**src/design/ctm_defs.vh**
```
// Purpose: constants for the instruction timing model
// Assumes: times held in nanoseconds, clock 40 MHz (25 ns)
// Notes:   memory types: 0 bipolar, 1 8K core, 2 16K core
`ifndef CTM_DEFS_VH
`define CTM_DEFS_VH

`define CTM_CLK_NS        25
// instruction classes
`define CTM_CLS_DOUBLE    3'd0
`define CTM_CLS_MOVE      3'd1
`define CTM_CLS_SINGLE    3'd2
`define CTM_CLS_NEGATE    3'd3
`define CTM_CLS_SHIFT     3'd4
`define CTM_CLS_CONTROL   3'd5
`define CTM_CLS_WAIT      3'd6
// memory types
`define CTM_MEM_BIPOLAR   2'd0
`define CTM_MEM_CORE8K    2'd1
`define CTM_MEM_CORE16K   2'd2
// fixed increments, poll period, latency bound and service times in ns
`define CTM_MMU_NS        90
`define CTM_ODD_NS        150
`define CTM_CORE8_SRC_NS  70
`define CTM_CORE16_SRC_NS 85
`define CTM_PC8_NS        230
`define CTM_PC16_NS       220
`define CTM_PCBIP_NS      300
`define CTM_NEG_ODD_NS    120
`define CTM_SHIFT_NS      150
`define CTM_WAIT_POLL_NS  300
`define CTM_LAT_MAX_NS    12620
`define CTM_SVC16_NS      5440
`define CTM_SVC8_NS       4950
`define CTM_SVCBIP_NS     2250

`endif

```
**src/design/ctm_table_rom.v**
```verilog
// Purpose: phase time and memory cycle table
// Assumes: index = {memory type, addressing mode}
// Notes:   read data registered; DST selects the destination column set
`timescale 1ns/1ps
`default_nettype none
`include "ctm_defs.vh"
module ctm_table_rom
#(
  parameter DST = 0
)
(
  input  wire        i_clk,      // clock
  input  wire [1:0]  i_mem,      // memory type
  input  wire [2:0]  i_mode,     // addressing mode
  output reg  [11:0] o_time_ns,  // address phase time
  output reg  [2:0]  o_cycles    // memory cycles
);
  // ----------------------------------------------------------------
  // lookup of address phase time
  // ----------------------------------------------------------------
  // source and destination share values except the 16K core column
  // at modes 1,2, where the destination phase is shorter
  always @(posedge i_clk)
  begin
    case ({i_mem, i_mode})
      5'h00, 5'h08, 5'h10: o_time_ns <= 12'd0;
      5'h01, 5'h02: o_time_ns <= 12'd300;
      5'h03: o_time_ns <= 12'd750;
      5'h04: o_time_ns <= 12'd450;
      5'h05: o_time_ns <= 12'd900;
      5'h06: o_time_ns <= 12'd600;
      5'h07: o_time_ns <= 12'd1050;
      5'h09, 5'h0a: o_time_ns <= 12'd830;
      5'h0b: o_time_ns <= 12'd1810;
      5'h0c: o_time_ns <= 12'd980;
      5'h0d: o_time_ns <= 12'd1960;
      5'h0e: o_time_ns <= 12'd1730;
      5'h0f: o_time_ns <= 12'd2710;
      5'h11, 5'h12: o_time_ns <= (DST != 0) ? 12'd860 : 12'd890;
      5'h13: o_time_ns <= 12'd1920;
      5'h14: o_time_ns <= 12'd1040;
      5'h15: o_time_ns <= 12'd2070;
      5'h16: o_time_ns <= 12'd1860;
      5'h17: o_time_ns <= 12'd2890;
      default: o_time_ns <= 12'd0;
    endcase
    case (i_mode)
      3'd0:    o_cycles <= 3'd0;
      3'd1, 3'd2, 3'd4: o_cycles <= 3'd1;
      3'd7:    o_cycles <= 3'd3;
      default: o_cycles <= 3'd2;
    endcase
  end
endmodule
`default_nettype wire

```
**config.mk**
```make
export PLATFORM = sky130hd
export DESIGN_NAME = ctm_table_rom
export DESIGN_NICKNAME = d
export VERILOG_FILES = /design/src/design/ctm_table_rom.v
export VERILOG_INCLUDE_DIRS = /design/src /design/src/design
export SDC_FILE = /design/constraint.sdc
export NUM_CORES = 1
export LEC_CHECK = 0
export ABC_CLOCK_PERIOD_IN_PS = 1850
export BUFFER_PORTS_ARGS = -buffer_cell sky130_fd_sc_hd__buf_2
export CAP_MARGIN = 25
export CORE_UTILIZATION = 45
export CTS_CLUSTER_SIZE = 25
export DETAILED_ROUTE_END_ITERATION = 10
export PLACE_DENSITY = 0.72
export SYNTH_ARGS = -nofsm -noshare
export SYNTH_HDL_FRONTEND = slang
export SYNTH_SLANG_ARGS = --single-unit
```
**constraint.sdc**
```tcl
create_clock -name i_clk -period 1.85 [get_ports i_clk]
set_clock_uncertainty 0.2 [all_clocks]
set_input_delay 0.185 -clock i_clk [delete_from_list [all_inputs] [get_ports i_clk]]
set_output_delay 0.185 -clock i_clk [all_outputs]
set_load 0.02 [all_outputs]
```
; ---- Word-level counts from Yosys, hierarchy flattened
; Memories as Yosys holds them, arrays and structs flattened. A register that Yosys moved wholly into a read port is not among the register bits.
; Cells that the tools add are included.
[op_classes]
n_reduce_logical = 2
mux = 1
eq_ne = 4
[ops]
columns = operator, n
row1 = $eq 3x3->1 const B, 2
row2 = $pmux 2 s3, 1
row3 = $eq 3x1->1 const B, 1
row4 = $eq 3x2->1 const B, 1
row5 = $logic_not 3->1, 1
row6 = $reduce_or 3->1, 1
[totals]
input_bits = 6
wordCells = 10
romBits = 352
mem_count = 1
output_inout_bits = 15
reg_bits = 15
[mem_list]
columns = name, depth, width, rd, rd_clocked_by_memory_dff, wr, line
row1 = (no name shown), 32, 11, 1, 1, 0, ctm_table_rom.v:25  ; case ({i_mem, i_mode})

; ---- Depth between registers and ports, before layout
; Gate-level depths: netlist of the first run.
[logic_depth]
word_depth = 3
mapped_depth = 6
ltp_nobuf = 5

; ---- Least setup slack after synthesis of the first run
; No wires, ideal clock.
[synth_path]
path_kind = input -> register
from = input i_mode[1]
to = register o_time_ns[6]
cell_stages = 6
arrival_ps = 1149
t_required_ps = 1524
n_path_buf = 1
setup_slack_ps = 375
setup_ps = 126
cell_sequence = inv_1 ha_1 buf_2 mux2_2 a22oi_1 o22ai_1
[synth_rtl]
columns = item, line
row1 = from (decl), ctm_table_rom.v:14  ; input wire [2:0] i_mode,
row2 = to (decl), ctm_table_rom.v:15  ; output reg [11:0] o_time_ns,

==> results of run 1 <==
final cells by class:
cell class / instances / area share, %
multi-input combinational: 63 / 49.93
timing repair buffer: 21 / 12.91
sequential: 13 / 29.84
tap: 16 / 2.296
clock buffer: 4 / 3.013
inverter: 4 / 2.009
state kept, by name (all words and copies together), names as in the netlist:
| name | cells |
|---|---|
| o_cycles | 2 |
| o_time_ns | 11 |
synth_stat cells, drive strengths merged:
cell,instances
a2111oi,1
conb,1
a211o,1
o221ai,2
o211a,1
nor2,4
o211ai,3
o21ai,5
o22ai,4
or4,1
fa,1
a2bb2oi,1
a21boi,1
a211oi,1
a32o,2
mux2,1
a221o,1
xnor2,1
ha,3
a311oi,1
nand3,1
nor2b,3
nand3b,1
inv,4
nand2b,6
buf,9
a22oi,1
o21a,1
dfxtp,13
a21oi,5
nand2,8
path summary, 6_finish.rpt:
check,start,to,slack (ps),depth (start not counted)
worst max-delay path,i_mode[1],o_time_ns[6]$_DFF_P_,480,6
worst min-delay path,i_mode[0],o_time_ns[6]$_DFF_P_,80,3
routing by layer:
metal	vias up	routed length, µm	track usage (%)
met5	-	0	0
met4	0	31	11.25
met3	4	62	5.000
met2	18	760	30.30
met1	331	734	24.74
li1	348	-	-
logic make-up (layout without fill, tap and decap cells):
family / Yosys count / in the layout / share of synthesized area [%]
AO/OA/AOI/OAI: 31 / 31 / 29.08
multiplexers: 1 / 1 / 1.454
adder cells (fa/ha/maj): 4 / 4 / 7.432
AND/OR/NAND/NOR: 24 / 24 / 16.16
buffers and inverters: 13 / 29 / 10.66
flip-flops: 13 / 13 / 33.60
XOR/XNOR: 1 / 1 / 1.131
other: 1 / 2 / 0.4842
per-stage QoR:
step | setup slack (ps) | total power [mW] | instances
3_3_place_gp | 232.2 | 0.5068 | 117
6_report | 475.5 | 0.6852 | 121
2_1_floorplan | 375.3 | 0.4614 | 89
5_1_grt | 387.9 | 0.7279 | 121
4_1_cts | 482.6 | 0.6935 | 121
3_5_place_dp | 170.9 | 0.5096 | 117
power by group:
part | switching, mW | internal [mW] | total (mW)
Clock | 0.0980 | 0.0839 | 0.182
Combinational | 0.120 | 0.0704 | 0.190
Sequential | 0.00568 | 0.308 | 0.313
Total | 0.223 | 0.462 | 0.685
==> results.sh, run 1 <==
export IMPL_rsz0062_at_grt="false"
export IMPL_die_h_um=43.49
export IMPL_cts_setup_buffers=0
export IMPL_dr_pass1_iters=7
export IMPL_clockRootBuffer="clkbuf_4"
export IMPL_yosysTopAreaCellShare_pct=33.60
export IMPL_max_freq_ghz=0.7275
export IMPL_clkTransAtPathRegs_ps=80
export IMPL_core_area_um2=1559
export IMPL_crit_family="adder cells"
export IMPL_critPathMaxFanout=10
export IMPL_htreeDepth=1
export IMPL_final_common_cell="buf_2"
export IMPL_synth_ff_latch_count=13
export IMPL_overflow=0
export IMPL_final_max_slew_viol_count=0
export IMPL_place_congestion=0.8342
export IMPL_regArea_um2=260.3
export IMPL_antenna_found_initial=0
export IMPL_nets=116
export IMPL_grt_usage_pct=19.58
export IMPL_via_count=701
export IMPL_leakagePower_nw=0.3950
export IMPL_layout_common_cells="buf_2 (18), dfxtp_1 (13), nand2_1 (8), nand2b_1 (6)"
export IMPL_period_share_pct=74.30
export IMPL_final_layout_size_suffix_gt1_share_pct=26.67
export IMPL_routed_wl_mm=1.588
export IMPL_cp_start_kind="input pin"
export IMPL_finalInstanceArea_um2=872.1
export IMPL_crit_chain="buf_2 -> inv_1 -> ha_1 -> mux2_2 -> a22oi_1 -> o22ai_1"
export IMPL_endpoint_kind="flop"
export IMPL_fin_crit_ps=1374
export IMPL_io_buffers=18
export IMPL_drtIter0Drc=30
export IMPL_cap_violations=0
export IMPL_min_path_type="in2reg"
export IMPL_holdWs_ps=79.33
export IMPL_synth_area_leaders="dfxtp_1 (34%), ha_1 (4.8%), nand2b_1 (4.8%)"
export IMPL_cts_tree="built"
export IMPL_dp_hpwl_mm=1.136
export IMPL_die_x_um=43.49
export IMPL_setup_viol=0
export IMPL_arrival_ps=1330
export IMPL_cellPowerDensity_nw_per_um2=785.8
export IMPL_ys_seq_area_share_pct=33.60
export IMPL_antenna_cells=0
export IMPL_cts_sinks=13
export IMPL_finish_utilization_pct=55.94
export IMPL_syn_mean_instance_area_um2=8.801
export IMPL_ctsHoldBuffers=0
export IMPL_crit_buf_inv=2
export IMPL_grt_pass1_vias=605
export IMPL_path_class="in2reg"
export IMPL_cts_resized=0
export IMPL_netlist_area_um2=774.5
export IMPL_synthCells=88
export IMPL_yosysTopAreaCell="dfxtp_1"
export IMPL_multi_input_area_um2=435.4
export IMPL_viasPerCell=5.793
export IMPL_cp_slowest_cell="ha_1"
export IMPL_fp_row_count=14
export IMPL_syn_to_final_growth_pct=12.60
export IMPL_drc=9
export IMPL_ant_nets=0
export IMPL_cts_max_path_buffers=2
export IMPL_fillCellCount=149
export IMPL_numCtsBuffers=3
export IMPL_cp_required_ps=1810
export IMPL_violations="DRC"
export IMPL_synth_warnings=0
export IMPL_wire_per_inst_um=13.12
export IMPL_ioPinCount=21
export IMPL_critical_path_max_stage_delay_ps=400
export IMPL_finalHoldViolCount=0
export IMPL_dpl_cell_area_um2=845.8
export IMPL_grt_pass1_wl_mm=2.663
export IMPL_status="finished with violations"
export IMPL_tns_ps=0
export IMPL_peakVddDrop_mv=0.4688
export IMPL_die_area_um2=1891
export IMPL_grt_start_max_net_pins=24
export IMPL_ys_types=35
export IMPL_initial_core_util_pct=49.68
Power figures use the tool's default switching activity.
==> run 2: changes to the inputs <==
--- a/config.mk
+++ b/config.mk
@@ -6,13 +6,13 @@
 export SDC_FILE = /design/constraint.sdc
 export NUM_CORES = 1
 export LEC_CHECK = 0
-export ABC_CLOCK_PERIOD_IN_PS = 1850
+export ABC_CLOCK_PERIOD_IN_PS = 1250
 export BUFFER_PORTS_ARGS = -buffer_cell sky130_fd_sc_hd__buf_2
 export CAP_MARGIN = 25
 export CORE_UTILIZATION = 45
 export CTS_CLUSTER_SIZE = 25
 export DETAILED_ROUTE_END_ITERATION = 10
-export PLACE_DENSITY = 0.72
+export PLACE_DENSITY = 0.75
 export SYNTH_ARGS = -nofsm -noshare
 export SYNTH_HDL_FRONTEND = slang
 export SYNTH_SLANG_ARGS = --single-unit
==> constraint.sdc (replaced) <==
create_clock -name i_clk -period 1.25 [get_ports i_clk]
set_clock_uncertainty 0.2 [all_clocks]
set_input_delay 0.125 -clock i_clk [delete_from_list [all_inputs] [get_ports i_clk]]
set_output_delay 0.125 -clock i_clk [all_outputs]
set_load 0.02 [all_outputs]
==> run 2 against run 1 <==
  * Largest cell class unchanged
  * Count of clock-buffer cells in the layout is the same
  * The run still ends with DRC left
  * Clock power grew 41%
  * Sequential cell count is the same
==> results.sh, run 2 (same netlist as run 1, synthesis figures left out) <==
export IMPL_grt_pass1_vias=683
export IMPL_crit_buf_inv=2
export IMPL_syn_to_final_growth_pct=30.37
export IMPL_p_sw_uw=342.2
export IMPL_path_class="in2reg"
export IMPL_antenna_found_initial=0
export IMPL_final_common_cell="buf_2"
export IMPL_swShare_pct=32.08
export IMPL_grt_start_max_net_pins=12
export IMPL_clkTransAtPathRegs_ps=80
export IMPL_peakVddDrop_mv=0.6672
export IMPL_fin_crit_ps=1186
export IMPL_pwr_share_seq_pct=43.4
export IMPL_arrival_ps=1150
export IMPL_critPathMaxFanout=10
export IMPL_leakagePower_nw=0.4629
export IMPL_htreeDepth=1
export IMPL_core_area_um2=1559
export IMPL_intPower_uw=724.4
export IMPL_ant_nets=0
export IMPL_critical_path_max_stage_delay_ps=280
export IMPL_cts_tree="built"
export IMPL_die_h_um=43.49
export IMPL_viasPerCell=5.820
export IMPL_final_layout_size_suffix_gt1_share_pct=37.61
export IMPL_endpoint_kind="flop"
export IMPL_period_share_pct=94.90
export IMPL_cts_sinks=13
export IMPL_finalHoldViolCount=0
export IMPL_overflow=0
export IMPL_nets=128
export IMPL_pre_cts_slack_ps=-296.3
export IMPL_violations="DRC"
export IMPL_largest_register="o_time_ns"
export IMPL_cp_required_ps=1210
export IMPL_ioPinCount=21
export IMPL_cellPowerDensity_nw_per_um2=1056
export IMPL_status="finished with violations"
export IMPL_fin_ws_ps=63.78
export IMPL_hold_depth=3
export IMPL_numCtsBuffers=3
export IMPL_dpl_cell_area_um2=977.2
export IMPL_dr_pass1_iters=7
export IMPL_io_buffers=18
export IMPL_rsz0062_at_grt="false"
export IMPL_tns_ps=0
export IMPL_largest_reg_flops=11
export IMPL_worstHoldStart="i_mode[0]"
export IMPL_cp_start_kind="input pin"
export IMPL_fp_row_count=14
export IMPL_die_x_um=43.49
export IMPL_final_max_slew_viol_count=0
export IMPL_reg_top3="o_time_ns x11, o_cycles x2"
export IMPL_cap_violations=0
export IMPL_max_freq_ghz=0.8430
export IMPL_setup_viol=0
export IMPL_dp_hpwl_mm=1.352
export IMPL_die_area_um2=1891
export IMPL_initial_core_util_pct=49.68
export IMPL_drtIter0Drc=27
export IMPL_comb_power_share_pct=32.5
export IMPL_routed_wl_mm=1.934
export IMPL_crit_chain="buf_2 -> inv_12 -> ha_4 -> mux2_4 -> a22oi_1 -> o22ai_1"
export IMPL_cts_max_path_buffers=2
export IMPL_layout_common_cells="buf_2 (18), buf_4 (14), dfxtp_1 (13), nand2_1 (8), nand2b_1 (6)"
export IMPL_crit_family="adder cells"
export IMPL_place_congestion=0.8189
export IMPL_grt_usage_pct=22.43
export IMPL_clockRootBuffer="clkbuf_4"
export IMPL_finalInstanceArea_um2=1010
export IMPL_grt_pass1_wl_mm=3.105
export IMPL_via_count=774
export IMPL_antenna_cells=0
export IMPL_wire_per_inst_um=14.54
export IMPL_power_clock_fraction_pct=24.0
export IMPL_cp_slowest_cell="ha_4"
export IMPL_drc=2
export IMPL_min_path_type="in2reg"
export IMPL_min_to="o_time_ns[6]$_DFF_P_"
-- run 2: final cells by class --
type | instances | area [µm²]
inverter | 4 | 30.03
multi-input combinational | 63 | 457.9
sequential | 13 | 260.3
timing repair buffer | 33 | 215.2
tap | 16 | 20.02
clock buffer | 4 | 26.28
fill | 132 | 549.3
-- run 2: worst max-delay path by stage --
stage / startpoint / to / depth (start not counted)
after floorplan: i_mode[1] / o_time_ns[6]$_DFF_P_ / 6
after global placement: i_mode[1] / o_time_ns[6]$_DFF_P_ / 6
after detailed placement: i_mode[1] / o_time_ns[9]$_DFF_P_ / 5
after CTS: i_mode[1] / o_time_ns[9]$_DFF_P_ / 5
after global routing: i_mode[1] / o_time_ns[6]$_DFF_P_ / 6
final: i_mode[1] / o_time_ns[6]$_DFF_P_ / 6
-- run 2: power groups by stage --
stage	clock network (mW)	logic, mW	registers (mW)
after floorplan	0	0.167	0.530
after global placement	0	0.329	0.473
after detailed placement	0	0.337	0.473
after CTS	0.262	0.341	0.463
after global routing	0.278	0.371	0.466
final	0.256	0.347	0.463
-- run 2: metrics by stage --
stage,utilization [%],total power [mW],hold slack [ps],std cells
global route,64.77,1.115,76.84,133
detailed placement,62.68,0.8096,339.0,129
CTS,64.45,1.067,50.33,133
finish,64.77,1.067,52.96,133
global placement,62.68,0.8019,336.2,129
floorplan,-,0.6974,39.05,89
-- run 2: per-layer routing --
layer  wire, µm  vias up  GRT usage [%]
met1        851      354          29.35
met5          0        -              0
met4         19        0          10.63
met2        948       42          36.06
met3        115        2          3.750
li1           -      376              -
-- run 2: timing repair --
item,in CTS,in global routing
setup endpoints to repair,1,1
buffers inserted,0,0
hold buffers,0,0
resized for setup,1,1
